### config.mk
export PLATFORM = sky130hd
export DESIGN_NAME = alarm_warning_status_words
export DESIGN_NICKNAME = d
export VERILOG_FILES = /design/src/hw/alarm_warning_pkg.sv /design/src/hw/cond_sync.sv /design/src/hw/alarm_warning_status_words.sv
export SDC_FILE = /design/constraint.sdc
export NUM_CORES = 1
export LEC_CHECK = 0
export BUFFER_PORTS_ARGS = -buffer_cell sky130_fd_sc_hd__buf_2
export CORE_MARGIN = 4
export CORE_UTILIZATION = 40
export DETAILED_ROUTE_END_ITERATION = 16
export HOLD_SLACK_MARGIN = 0.08
export RECOVER_POWER = 50
export SLEW_MARGIN = 20
export SYNTH_ARGS = -nofsm -noshare
export SYNTH_HDL_FRONTEND = slang
export SYNTH_HIERARCHICAL = 1
export SYNTH_SLANG_ARGS = --single-unit
export TNS_END_PERCENT = 50
### constraint.sdc
create_clock -name pclk -period 5.4 [get_ports pclk]
set_input_delay 1.35 -clock pclk [delete_from_list [all_inputs] [get_ports pclk]]
set_output_delay 1.35 -clock pclk [all_outputs]
set_load 0.02 [all_outputs]
### src/hw/alarm_warning_pkg.sv
// Constants, register map and bit layout of the alarm and warning status words
package alarm_warning_pkg;

	// ----------------------------------------------------------------
	// Widths
	// ----------------------------------------------------------------
	localparam int WORD_W = 32;
	localparam int ADDR_W = 8;
	localparam int IRQ_W = 3;

	// ----------------------------------------------------------------
	// Register byte offsets
	// ----------------------------------------------------------------
	localparam logic [ADDR_W-1:0] OFS_ALARM_ONE = 8'h00;
	localparam logic [ADDR_W-1:0] OFS_ALARM_TWO = 8'h04;
	localparam logic [ADDR_W-1:0] OFS_WARN_ONE = 8'h08;
	localparam logic [ADDR_W-1:0] OFS_WARN_TWO = 8'h0C;
	localparam logic [ADDR_W-1:0] OFS_CTRL = 8'h10;
	localparam logic [ADDR_W-1:0] OFS_STATUS = 8'h14;
	localparam logic [ADDR_W-1:0] OFS_IRQ_STS = 8'h18;
	localparam logic [ADDR_W-1:0] OFS_IRQ_MASK = 8'h1C;

	// ----------------------------------------------------------------
	// Alarm word one condition bits
	// ----------------------------------------------------------------
	localparam logic [WORD_W-1:0] ALM1_BRAKE_CHECK = 32'h0000_0001;
	localparam logic [WORD_W-1:0] ALM1_EARTH_FAULT = 32'h0000_0004;
	localparam logic [WORD_W-1:0] ALM1_OVER_CURRENT = 32'h0000_0020;
	localparam logic [WORD_W-1:0] ALM1_PHASE_U_LOST = 32'h0008_0000;
	localparam logic [WORD_W-1:0] ALM1_PHASE_V_LOST = 32'h0010_0000;
	localparam logic [WORD_W-1:0] ALM1_PHASE_W_LOST = 32'h0020_0000;
	// Top bit is unused, all others carry a condition
	localparam logic [WORD_W-1:0] ALM1_VALID = 32'h7FFF_FFFF | ALM1_BRAKE_CHECK
		| ALM1_EARTH_FAULT | ALM1_OVER_CURRENT | ALM1_PHASE_U_LOST
		| ALM1_PHASE_V_LOST | ALM1_PHASE_W_LOST;

	// ----------------------------------------------------------------
	// Alarm word two condition bits
	// ----------------------------------------------------------------
	localparam logic [WORD_W-1:0] ALM2_SERVICE_RW = 32'h0000_0001;
	localparam logic [WORD_W-1:0] ALM2_FANS_ERROR = 32'h0004_0000;
	localparam logic [WORD_W-1:0] ALM2_BYPASS_OPTION = 32'h0008_0000;
	localparam logic [WORD_W-1:0] ALM2_VALID = 32'h0000_00F4 | ALM2_SERVICE_RW
		| ALM2_FANS_ERROR | ALM2_BYPASS_OPTION;

	// ----------------------------------------------------------------
	// Warning word bits
	// ----------------------------------------------------------------
	localparam logic [WORD_W-1:0] WRN1_BRAKE_RES_POWER = 32'h0004_0000;
	localparam logic [WORD_W-1:0] WRN1_VALID = 32'h3FFF_FFFF | WRN1_BRAKE_RES_POWER;
	localparam logic [WORD_W-1:0] WRN2_START_DELAYED = 32'h0000_0001;
	localparam logic [WORD_W-1:0] WRN2_STOP_DELAYED = 32'h0000_0002;
	localparam logic [WORD_W-1:0] WRN2_CLOCK_FAILURE = 32'h0000_0004;
	localparam logic [WORD_W-1:0] WRN2_VALID = 32'h000C_01E0 | WRN2_START_DELAYED
		| WRN2_STOP_DELAYED | WRN2_CLOCK_FAILURE;

	// ----------------------------------------------------------------
	// Control, status and interrupt fields
	// ----------------------------------------------------------------
	localparam int CTRL_ACK_BIT = 3;
	localparam int STS_FAULT_BIT = 3;
	localparam int STS_WARN_TOGGLE_BIT = 7;
	localparam int IRQ_ALARM_BIT = 0;
	localparam int IRQ_WARN_BIT = 1;
	localparam int IRQ_CLEARED_BIT = 2;
	localparam logic [WORD_W-1:0] CTRL_RESET = 32'h0000_0000;
	localparam logic [IRQ_W-1:0] IRQ_RESET = 3'h0;

	// ----------------------------------------------------------------
	// Drive state
	// ----------------------------------------------------------------
	typedef enum logic {
		st_run = 1'b0,
		st_fault = 1'b1
	} drive_state_type;

endpackage : alarm_warning_pkg

### src/hw/cond_sync.sv
// Two-stage synchroniser for the condition inputs
module cond_sync #(
	parameter int WIDTH = 128
) (
	// Clock and reset
	input wire logic pclk,
	input wire logic presetn,
	// Data
	input wire logic [WIDTH-1:0] async_in,
	output logic [WIDTH-1:0] sync_out
);

	logic [WIDTH-1:0] meta_r;
	logic [WIDTH-1:0] sync_r;

	// First stage feeds only the second stage
	always_ff @(posedge pclk or negedge presetn)
	begin
		if (!presetn)
		begin
			meta_r <= '0;
			sync_r <= '0;
		end
		else
		begin
			meta_r <= async_in;
			sync_r <= meta_r;
		end
	end

	assign sync_out = sync_r;

endmodule : cond_sync

### src/hw/alarm_warning_status_words.sv
// Alarm and warning status words with fault state, APB slave and interrupt
//
// How it works
// - Any alarm forces fault, stops the drive
// - Fault ends on acknowledge with alarms gone
// - Warnings follow conditions, never cause fault
// - One bit per warning, one means active
// - One bit per alarm, one means present
// - Warning change toggles status word bit seven
// - Word value combines all active bits
// - Brake check, earth fault, over current positions
// - Missing motor phases U, V, W
// - Service trip, fans, bypass option positions
// - Brake resistor power limit warning position
// - Start delayed, stop delayed, clock failure
//
// Decided for this implementation: the APB register port and the address map.
module alarm_warning_status_words (
	// Clock and reset
	input wire logic pclk,
	input wire logic presetn,
	// APB slave
	input wire logic psel,
	input wire logic penable,
	input wire logic pwrite,
	input wire logic [alarm_warning_pkg::ADDR_W-1:0] paddr,
	input wire logic [alarm_warning_pkg::WORD_W-1:0] pwdata,
	input wire logic [3:0] pstrb,
	output logic [alarm_warning_pkg::WORD_W-1:0] prdata,
	output logic pready,
	output logic pslverr,
	// Raw condition inputs
	input wire logic [alarm_warning_pkg::WORD_W-1:0] alarm_cond_one,
	input wire logic [alarm_warning_pkg::WORD_W-1:0] alarm_cond_two,
	input wire logic [alarm_warning_pkg::WORD_W-1:0] warning_cond_one,
	input wire logic [alarm_warning_pkg::WORD_W-1:0] warning_cond_two,
	// Drive control
	output logic drive_run_enable,
	output logic fault_active,
	// Interrupt
	output logic irq
);

	localparam int W = alarm_warning_pkg::WORD_W;
	localparam int IW = alarm_warning_pkg::IRQ_W;

	// ----------------------------------------------------------------
	// Condition synchronisation
	// ----------------------------------------------------------------
	logic [4*W-1:0] cond_sync_out;
	logic [W-1:0] alarm_live_one;
	logic [W-1:0] alarm_live_two;
	logic [W-1:0] warn_live_one;
	logic [W-1:0] warn_live_two;
	logic alarm_live_any;
	cond_sync #(
		.WIDTH(4*W)
	) u_cond_sync (
		.pclk(pclk),
		.presetn(presetn),
		.async_in({alarm_cond_one, alarm_cond_two, warning_cond_one, warning_cond_two}),
		.sync_out(cond_sync_out)
	);

	// Unused and reserved positions are masked off
	always_comb
	begin
		alarm_live_one = cond_sync_out[4*W-1:3*W] & alarm_warning_pkg::ALM1_VALID;
		alarm_live_two = cond_sync_out[3*W-1:2*W] & alarm_warning_pkg::ALM2_VALID;
		warn_live_one = cond_sync_out[2*W-1:W] & alarm_warning_pkg::WRN1_VALID;
		warn_live_two = cond_sync_out[W-1:0] & alarm_warning_pkg::WRN2_VALID;
		alarm_live_any = |{alarm_live_one, alarm_live_two};
	end

	// ----------------------------------------------------------------
	// APB decode
	// ----------------------------------------------------------------
	logic apb_setup;
	logic apb_wr;
	logic ctrl_wr;
	logic irq_sts_wr;
	logic irq_mask_wr;
	logic addr_hit;
	logic ack_pulse;
	logic [W-1:0] wr_bytes;
	// Writes take effect in the access cycle; address hit comes from the read mux
	always_comb
	begin
		apb_setup = psel && !penable;
		apb_wr = psel && penable && pwrite;
		ctrl_wr = apb_wr && (paddr == alarm_warning_pkg::OFS_CTRL);
		irq_sts_wr = apb_wr && (paddr == alarm_warning_pkg::OFS_IRQ_STS);
		irq_mask_wr = apb_wr && (paddr == alarm_warning_pkg::OFS_IRQ_MASK);
		wr_bytes = {{8{pstrb[3]}}, {8{pstrb[2]}}, {8{pstrb[1]}}, {8{pstrb[0]}}};
	end

	// ----------------------------------------------------------------
	// Control word
	// ----------------------------------------------------------------
	logic [W-1:0] ctrl_r;
	logic [W-1:0] ctrl_nxt;
	// Acknowledge is the write that raises the ack bit, seen in its access cycle before it is stored
	always_comb
	begin
		ctrl_nxt = ctrl_wr ? ((ctrl_r & ~wr_bytes) | (pwdata & wr_bytes)) : ctrl_r;
		ack_pulse = ctrl_nxt[alarm_warning_pkg::CTRL_ACK_BIT]
			&& !ctrl_r[alarm_warning_pkg::CTRL_ACK_BIT];
	end
	always_ff @(posedge pclk or negedge presetn)
	begin
		if (!presetn)
		begin
			ctrl_r <= alarm_warning_pkg::CTRL_RESET;
		end
		else
		begin
			ctrl_r <= ctrl_nxt;
		end
	end

	// ----------------------------------------------------------------
	// Fault state and alarm words
	// ----------------------------------------------------------------
	alarm_warning_pkg::drive_state_type state_r;
	alarm_warning_pkg::drive_state_type state_nxt;
	logic [W-1:0] alarm_one_r;
	logic [W-1:0] alarm_one_nxt;
	logic [W-1:0] alarm_two_r;
	logic [W-1:0] alarm_two_nxt;
	logic fault_leave;
	// Alarms accumulate while in fault and clear on a valid acknowledge
	always_comb
	begin
		fault_leave = (state_r == alarm_warning_pkg::st_fault) && ack_pulse
			&& !alarm_live_any;
		state_nxt = state_r;
		unique case (state_r)
			alarm_warning_pkg::st_run:
				state_nxt = alarm_live_any ? alarm_warning_pkg::st_fault : state_r;
			alarm_warning_pkg::st_fault:
				state_nxt = fault_leave ? alarm_warning_pkg::st_run : state_r;
		endcase
		// No alarm is live when leaving, so the words fall to zero
		alarm_one_nxt = alarm_live_one
			| ((fault_active && !fault_leave) ? alarm_one_r : '0);
		alarm_two_nxt = alarm_live_two
			| ((fault_active && !fault_leave) ? alarm_two_r : '0);
	end
	always_ff @(posedge pclk or negedge presetn)
	begin
		if (!presetn)
		begin
			state_r <= alarm_warning_pkg::st_run;
			alarm_one_r <= '0;
			alarm_two_r <= '0;
		end
		else
		begin
			state_r <= state_nxt;
			alarm_one_r <= alarm_one_nxt;
			alarm_two_r <= alarm_two_nxt;
		end
	end

	assign fault_active = (state_r == alarm_warning_pkg::st_fault);
	assign drive_run_enable = (state_r == alarm_warning_pkg::st_run);

	// ----------------------------------------------------------------
	// Warning words and status toggle
	// ----------------------------------------------------------------
	logic [W-1:0] warn_one_r;
	logic [W-1:0] warn_two_r;
	logic warn_changed;
	logic warn_toggle_r;
	logic warn_toggle_nxt;
	// Warnings track their conditions; any change flips the toggle bit
	always_comb
	begin
		warn_changed = (warn_live_one != warn_one_r) || (warn_live_two != warn_two_r);
		warn_toggle_nxt = warn_toggle_r ^ warn_changed;
	end
	always_ff @(posedge pclk or negedge presetn)
	begin
		if (!presetn)
		begin
			warn_one_r <= '0;
			warn_two_r <= '0;
			warn_toggle_r <= 1'b0;
		end
		else
		begin
			warn_one_r <= warn_live_one;
			warn_two_r <= warn_live_two;
			warn_toggle_r <= warn_toggle_nxt;
		end
	end

	// ----------------------------------------------------------------
	// Interrupt status and mask
	// ----------------------------------------------------------------
	logic [IW-1:0] irq_sts_r;
	logic [IW-1:0] irq_sts_nxt;
	logic [IW-1:0] irq_mask_r;
	logic [IW-1:0] irq_mask_nxt;
	logic [IW-1:0] irq_set;
	logic [IW-1:0] irq_clr;
	// Set wins over a write-one-to-clear in the same cycle
	always_comb
	begin
		irq_set = '0;
		irq_set[alarm_warning_pkg::IRQ_ALARM_BIT] = (state_r == alarm_warning_pkg::st_run)
			&& alarm_live_any;
		irq_set[alarm_warning_pkg::IRQ_WARN_BIT] = warn_changed;
		irq_set[alarm_warning_pkg::IRQ_CLEARED_BIT] = fault_leave;
		irq_clr = (irq_sts_wr && pstrb[0]) ? pwdata[IW-1:0] : '0;
		irq_sts_nxt = (irq_sts_r & ~irq_clr) | irq_set;
		irq_mask_nxt = (irq_mask_wr && pstrb[0]) ? pwdata[IW-1:0] : irq_mask_r;
	end
	always_ff @(posedge pclk or negedge presetn)
	begin
		if (!presetn)
		begin
			irq_sts_r <= alarm_warning_pkg::IRQ_RESET;
			irq_mask_r <= alarm_warning_pkg::IRQ_RESET;
		end
		else
		begin
			irq_sts_r <= irq_sts_nxt;
			irq_mask_r <= irq_mask_nxt;
		end
	end

	assign irq = |(irq_sts_r & irq_mask_r);

	// ----------------------------------------------------------------
	// Read data, captured in the setup cycle
	// ----------------------------------------------------------------
	logic [W-1:0] rd_mux;
	logic [W-1:0] status_word;
	logic [W-1:0] prdata_r;
	logic [W-1:0] prdata_nxt;
	logic pslverr_r;
	logic pslverr_nxt;
	always_comb
	begin
		status_word = '0;
		addr_hit = 1'b1;
		status_word[alarm_warning_pkg::STS_FAULT_BIT] = fault_active;
		status_word[alarm_warning_pkg::STS_WARN_TOGGLE_BIT] = warn_toggle_r;
		unique case (paddr)
			alarm_warning_pkg::OFS_ALARM_ONE: rd_mux = alarm_one_r;
			alarm_warning_pkg::OFS_ALARM_TWO: rd_mux = alarm_two_r;
			alarm_warning_pkg::OFS_WARN_ONE: rd_mux = warn_one_r;
			alarm_warning_pkg::OFS_WARN_TWO: rd_mux = warn_two_r;
			alarm_warning_pkg::OFS_CTRL: rd_mux = ctrl_r;
			alarm_warning_pkg::OFS_STATUS: rd_mux = status_word;
			alarm_warning_pkg::OFS_IRQ_STS: rd_mux = {{(W-IW){1'b0}}, irq_sts_r};
			alarm_warning_pkg::OFS_IRQ_MASK: rd_mux = {{(W-IW){1'b0}}, irq_mask_r};
			default:
			begin
				rd_mux = '0;
				addr_hit = 1'b0;
			end
		endcase
		prdata_nxt = apb_setup ? ((pwrite || !addr_hit) ? '0 : rd_mux) : prdata_r;
		pslverr_nxt = apb_setup ? !addr_hit : pslverr_r;
	end
	always_ff @(posedge pclk or negedge presetn)
	begin
		if (!presetn)
		begin
			prdata_r <= '0;
			pslverr_r <= 1'b0;
		end
		else
		begin
			prdata_r <= prdata_nxt;
			pslverr_r <= pslverr_nxt;
		end
	end

	assign prdata = prdata_r;
	assign pslverr = pslverr_r && psel && penable;
	assign pready = 1'b1;
endmodule : alarm_warning_status_words

Yosys cells after proc, flatten, opt, wreduce, memory -nomap -nowiden:

Cells that the tools add are included.

* register bits: 430
* bits of input ports: 177
* logic and storage cells: 71

* equality and inequality tests: 9
* muxes and demuxes: 10
* bitwise operators: 12
* reductions and logical operators: 26

Operators by type and width (number)
* 32-bit case mux with 8 select lines: 1
* 32-bit 2-to-1 mux: 3
* 32-bit AND: 2
* 39-bit OR reduction: 1
* 8-bit by 5-bit == test with 1-bit output, second input constant: 4
* 32-bit inverter: 1
* 20-bit by 32-bit OR with 32-bit output: 1
* 31-bit by 32-bit OR with 32-bit output: 1
* 32-bit OR: 1
* 30-bit inequality test: 1
* 8-bit by 4-bit == test with 1-bit output, second input constant: 2
* 1-bit logical AND: 15
* 9-bit inequality test: 1
* 8-bit by 3-bit == test with 1-bit output, second input constant: 1
* 8-bit logical NOT: 1
* 8-bit OR reduction: 1
* 3-bit AND: 2
* 1-bit logical NOT: 5
* 4-bit 2-to-1 mux: 1
* 1-bit 2-to-1 mux: 3
* 3-bit 2-to-1 mux: 1
* 3-bit inverter: 1
* 3-bit OR: 1
* 3-bit OR reduction: 1
* other kinds (4): 5

Depth between registers and ports, before layout:

Gate-level depths: netlist of run 1.

* word-level depth: 11
* mapped depth: 8
* gate-level depth less buffers: 5

Hierarchy:

The synthesis of run 1 kept the hierarchy.

Modules (own cells, without submodules)
* alarm_warning_status_words: times used 1, cells an instance 487, area each 6444.9 sq um
* cond_sync: times used 1, cells an instance 256, area each 6406.1 sq um

Worst setup path after synthesis of run 1:

OpenSTA, ideal clock, no wires.

* kind: input -> output
* start point: input penable
* end point: output pslverr
* arrival time: 1.596 ns
* slack: 2.454 ns
* stages on the path: 1
* path buffers: 0
* cell sequence: and3_1

* word-level cells in the longest chain between the ends: 1

RTL lines
* from (decl): RTL line alarm_warning_status_words.sv:24 `input wire logic penable,`
* 1-bit logical AND: RTL line alarm_warning_status_words.sv:283 `assign pslverr = pslverr_r && psel && penable;`
* to (decl): RTL line alarm_warning_status_words.sv:31 `output logic pslverr,`

No other way between the ends.

==> results of run 1 <==
[path summary, 6_finish.rpt]
check                                        endpoint  slack (ns)  cells after the start
setup / recovery           asynchronous set/reset pin        2.02                      1
hold / removal               u_cond_sync/sync_out[41]        0.34                      0
setup reg to reg                      alarm_one_r[14]        2.87                      6
hold reg to reg              u_cond_sync/sync_out[41]        0.34                      0
max in group pclk                     alarm_one_r[14]        2.20                      6
min in group asynchronous    u_cond_sync/sync_out[33]        1.69                      1
[metrics by stage]
step / instances / cell area (um^2) / util / hold WS (ns) / worst slack, ns
floorplan: 643 / 10300 / - / 0.331 / 2.45
global placement: 1117 / 11500 / 0.456 / 0.332 / 1.56
detailed placement: 1117 / 11500 / 0.456 / 0.335 / 1.56
CTS: 1172 / 12600 / 0.496 / 0.345 / 2.14
global route: 1172 / 12500 / 0.495 / 0.348 / 1.49
finish: 1172 / 12500 / 0.495 / 0.342 / 2.02
[layer usage]
metal / wire (um) / share of wire
met5: 0 / 0
met4: 525 / 0.023
met2: 11200 / 0.49
met3: 1000 / 0.043
met1: 10400 / 0.45
[area by class of cell]
cell class | instances | area [um^2]
Clock buffer | 43 | 901
Tap cell | 330 | 413
Sequential cell | 307 | 7680
Timing Repair Buffer | 169 | 882
Inverter | 4 | 15.0
Fill cell | 2207 | 12800
Multi-Input combinational cell | 307 | 2540
Clock inverter | 12 | 116
[power by group through the flow]
| stage | sequential (mW) | combinational [mW] | clock (mW) |
|---|---|---|---|
| after CTS | 2.43 | 0.199 | 2.13 |
| after detailed placement | 2.47 | 0.198 | 0 |
| after global routing | 2.43 | 0.215 | 2.24 |
| after global placement | 2.47 | 0.198 | 0 |
| after floorplan | 2.45 | 0.0718 | 0 |
| final | 2.43 | 0.192 | 2.07 |
==> summary.md, run 1 <==
| Metric | Value |
|---|---|
| Kind of critical path | `in -> async` |
| Total length of routed wires | `23.1 mm` |
| # H-tree levels | `1` |
| Die W | `169 um` |
| Fin crit share | `0.625` |
| Via-per-instance ratio | `4.91` |
| Antenna cells | `0` |
| Placer Congestion | `0.781` |
| Worst-margin pin slew | `2.85 ns` |
| Post-Syn Nets | `820` |
| Cts hold-fix bufs | `0` |
| Sink Count | `307` |
| Aggregate global routing overflow | `0` |
| PortBufs | `162` |
| CTS clk-pin slew, worst paths | `0.06 ns` |
| Die ar. | `28500 um^2` |
| Delay-heaviest family, CP | `buffers and inverters` |
| Yosys warning count | `6` |
| Total GRT Usage | `0.162` |
| Post-CTS Setup Bufs | `0` |
| Worst path cell trace | `clkbuf_2` |
| Worst stage delay on the critical path | `1.92 ns` |
| Pwr dens | `374 nW/um^2` |
| Fin. Hold Viols | `0` |
| Hold/Removal Path Class | `reg -> reg` |
| Die Y | `169 um` |
| Max_cap viols | `1` |
| Crit-path slowest cell | `clkbuf_2` |
| CTS Buffer Depth | `3` |
| Total iterations of the first detailed-routing run | `4` |
| Power consumption | `4.69 mW` |
| Hold path startpoint | `u_cond_sync/meta_r[41]` |
| Clk_skew | `0.00881 ns` |
| Area Growth Syn to Fin | `21.2%` |
| Vias in the first global route | `6128` |
| Final TNS setup | `0 ns` |
| Fmax | `0.296 GHz` |
| Hpwl dp | `16.5 mm` |
| Most common cell after layout, fill and taps aside | `dfrtp_1` |
| Cell count after synthesis | `643` |
| Synth Area per Inst | `16.1 um^2` |
| Pins Over Slew Limit | `112` |
| CP Data Required Time | `5.43 ns` |
| Pleak | `5.80 nW` |
| Pin count of the biggest net entering global routing | `114` |
| Logic pwr share | `0.041` |
| Global route hottest layer | `met2` |
| Clock Latency Late Sink | `0.54 ns` |
| GR Util met3 | `0.0306` |
| Clk network pwr share | `0.442` |
| Max transition margin | `-0.897` |
| CP Max Fanout | `113` |
| Switching pwr | `0.985 mW` |
| Final antenna-violating net count | `0` |
| Boundary pin count | `214` |
| Vias | `5753` |
| Root cell of the clock tree | `clkbuf_16` |
| Peak VDD IR | `0.310 mV` |
| P_int | `3.71 mW` |
| Worst Setup SP | `presetn` |
| WP buf/inv | `1` |
| Share of cells above drive strength 1 | `0.315` |
| Net Sw Frac | `0.210` |
| Drt wl/cell | `19.7 um` |
| Synth Cell Area | `10300 um^2` |
| Iter 0 DRT Violations | `373` |
| Worst setup EP type | `asynchronous set/reset pin` |
| First-pass GRT wire length | `35.3 mm` |
| WP data arrival | `3.40 ns` |
| Violated checks | `max-capacitance violations, max-slew violations` |
| Rows | `58` |
| CTS Buf Count | `31` |
| Initial antenna violation count | `0` |
| GR Util met1 | `0.229` |
| Startpoint types | `input port` |
| Most frequent cells in the layout | `307 x dfrtp_1, 156 x buf_2, 40 x a21o_1, 36 x mux2_2, 32 x mux2i_1` |
| Final setup violation count | `0` |
| Core Footprint | `25300 um^2` |
| Initial Util | `0.409` |
| RSZ-0062 raised after global routing | `no` |
| GR Util met2 | `0.264` |
| R2R Path Start | `u_cond_sync/sync_out[106]` |
| Nets | `997` |
| TritonCTS clock tree | `done` |
| Sequential share of power | `0.517` |
| Status | `finished with violations` |
| Post-CTS sizing | `0` |
| Fin crit period | `3.38 ns` |
| Post-route DRC | `0` |
Note: power is estimated with default switching activity, not from simulation.
==> run 2: changes to the inputs <==
--- a/config.mk
+++ b/config.mk
@@ -5,6 +5,7 @@
 export SDC_FILE = /design/constraint.sdc
 export NUM_CORES = 1
 export LEC_CHECK = 0
+export ABC_AREA = 1
 export BUFFER_PORTS_ARGS = -buffer_cell sky130_fd_sc_hd__buf_2
 export CORE_MARGIN = 4
 export CORE_UTILIZATION = 40
==> constraint.sdc (replaced) <==
create_clock -name pclk -period 3.1 [get_ports pclk]
set_input_delay 0.775 -clock pclk [delete_from_list [all_inputs] [get_ports pclk]]
set_output_delay 0.775 -clock pclk [all_outputs]
set_load 0.02 [all_outputs]
==> summary.md, run 2 <==
| Metric | Value |
|---|---|
| TritonCTS clock tree | `done` |
| CP Max Fanout | `17` |
| Placer Congestion | `0.815` |
| Initial antenna violation count | `0` |
| Startpoint types | `flop` |
| Worst setup EP type | `primary output` |
| Post-route DRC | `0` |
| Root cell of the clock tree | `clkbuf_16` |
| Final setup violation count | `0` |
| Fin. Hold Viols | `0` |
| Pwr dens | `672 nW/um^2` |
| Util after Layout | `0.498` |
| Core Footprint | `26900 um^2` |
| Fin crit period | `2.45 ns` |
| Cell count after synthesis | `1026` |
| PortBufs | `162` |
| CP Data Required Time | `2.32 ns` |
| Total iterations of the first detailed-routing run | `5` |
| Nets | `1385` |
| Fin crit share | `0.789` |
| Pin count of the biggest net entering global routing | `86` |
| Final TNS setup | `0 ns` |
| Max_cap viols | `1` |
| Clock Latency Late Sink | `0.51 ns` |
| Share of cells above drive strength 1 | `0.200` |
| Iter 0 DRT Violations | `529` |
| CTS clk-pin slew, worst paths | `0.06 ns` |
| Vias | `7467` |
| Violated checks | `max-capacitance violations, max-slew violations` |
| CTS Buf Count | `35` |
| Die ar. | `30000 um^2` |
| Clk_skew | `0.0165 ns` |
| GR Util met3 | `0.0375` |
| Post-Place Worst Slack | `0.454 ns` |
| Cts hold-fix bufs | `0` |
| Status | `finished with violations` |
| Hpwl dp | `19.1 mm` |
| Setup ws final | `0.653 ns` |
| Antenna cells | `0` |
| GR Util met2 | `0.292` |
| Pleak | `6.90 nW` |
| Yosys warning count | `6` |
| Total GRT Usage | `0.178` |
| Via-per-instance ratio | `4.74` |
| Register Area | `7680 um^2` |
| Peak VDD IR | `0.390 mV` |
| Vias in the first global route | `7569` |
| CTS Buffer Depth | `3` |
| Post-CTS sizing | `0` |
| Die Y | `173 um` |
| Synth Area per Inst | `10.6 um^2` |
| Max transition margin | `-0.440` |
| Die W | `173 um` |
| First-pass GRT wire length | `41.7 mm` |
| Final antenna-violating net count | `0` |
| Sink Count | `307` |
| Global route hottest layer | `met2` |
| Initial Util | `0.406` |
| Total length of routed wires | `26.6 mm` |
| Boundary pin count | `214` |
| Rows | `60` |
| Synth Cell Area | `10900 um^2` |
| Most common cell after layout, fill and taps aside | `dfrtp_1` |
| Fmax | `0.409 GHz` |
| Drt wl/cell | `16.9 um` |
| Fillers | `2485` |
| Aggregate global routing overflow | `0` |
| Post-Syn Nets | `1203` |
| GR Util met1 | `0.241` |
| Worst-margin pin slew | `2.16 ns` |
| Pins Over Slew Limit | `84` |
| Kind of critical path | `reg -> out` |
| RSZ-0062 raised after global routing | `no` |
| # H-tree levels | `2` |
| Area Growth Syn to Fin | `22.6%` |
| Area of the multi-input gates | `2640 um^2` |
| WP data arrival | `1.67 ns` |
| Hold/Removal Path Class | `reg -> reg` |
| Post-CTS Setup Bufs | `0` |
| Most frequent cells in the layout | `307 x dfrtp_1, 285 x nand2_1, 158 x buf_2, 121 x nand3_1, 110 x inv_1` |
## run 2: changes by cell type in the layout (fill, tap and decap cells not counted), sizes merged, moves of 37 or more
cell,delta
nand2,+272
mux2,-37
inv,+109
o21ai,+40
nand3,+118
a21o,-40
## run 2: power by group
part	switching (mW)	leakage [nW]	internal [mW]
sequential	0.0669	3.58	4.14
combinational	0.207	2.70	0.113
clock	1.59	0.625	2.88
total	1.86	6.90	7.14
## run 2: layout make-up
cell class | instances | area share
flip-flops and latches | 307 | 0.574
clock buffers | 47 | 0.0757
inverters | 114 | 0.0320
clock inverters | 15 | 0.0194
multi-input cells | 572 | 0.197
well taps | 341 | 0.0319
repair buffers | 178 | 0.0703
## run 2: critical path, cell delays in order, from the launching register on
cell	delay [ns]
dfrtp_1	0.77
inv_1	0.18
buf_2	0.22
## run 2: metrics by stage
step	total power, mW	instance area, um^2	std cells	hold slack (ns)
6_report	9.00	13400	1574	0.346
3_5_place_dp	4.61	12100	1512	0.335
5_1_grt	9.33	13400	1574	0.350
4_1_cts	9.12	13400	1574	0.294
2_1_floorplan	4.37	10900	1026	0.331
3_3_place_gp	4.60	12100	1512	0.334
## run 2: final timing paths
| check | to | slack, ns | from | cells after the start |
|---|---|---|---|---|
| max | drive_run_enable | 0.65 | fault_active | 2 |
| min | u_cond_sync/sync_out[38] | 0.35 | u_cond_sync/meta_r[38] | 0 |
| max reg2reg | alarm_two_r[0] | 1.06 | fault_active | 5 |
| min reg2reg | u_cond_sync/sync_out[38] | 0.35 | u_cond_sync/meta_r[38] | 0 |
| max in group asynchronous | alarm_two_r[0] | 0.78 | presetn | 2 |
| min in group asynchronous | u_cond_sync/meta_r[8] | 0.92 | presetn | 1 |
## run 2: metal layers
| layer | vias up | share of wire |
|---|---|---|
| met5 | - | 0 |
| met4 | 0 | 0.025 |
| met3 | 51 | 0.060 |
| met2 | 198 | 0.48 |
| met1 | 3629 | 0.43 |
| li1 | 3589 | - |
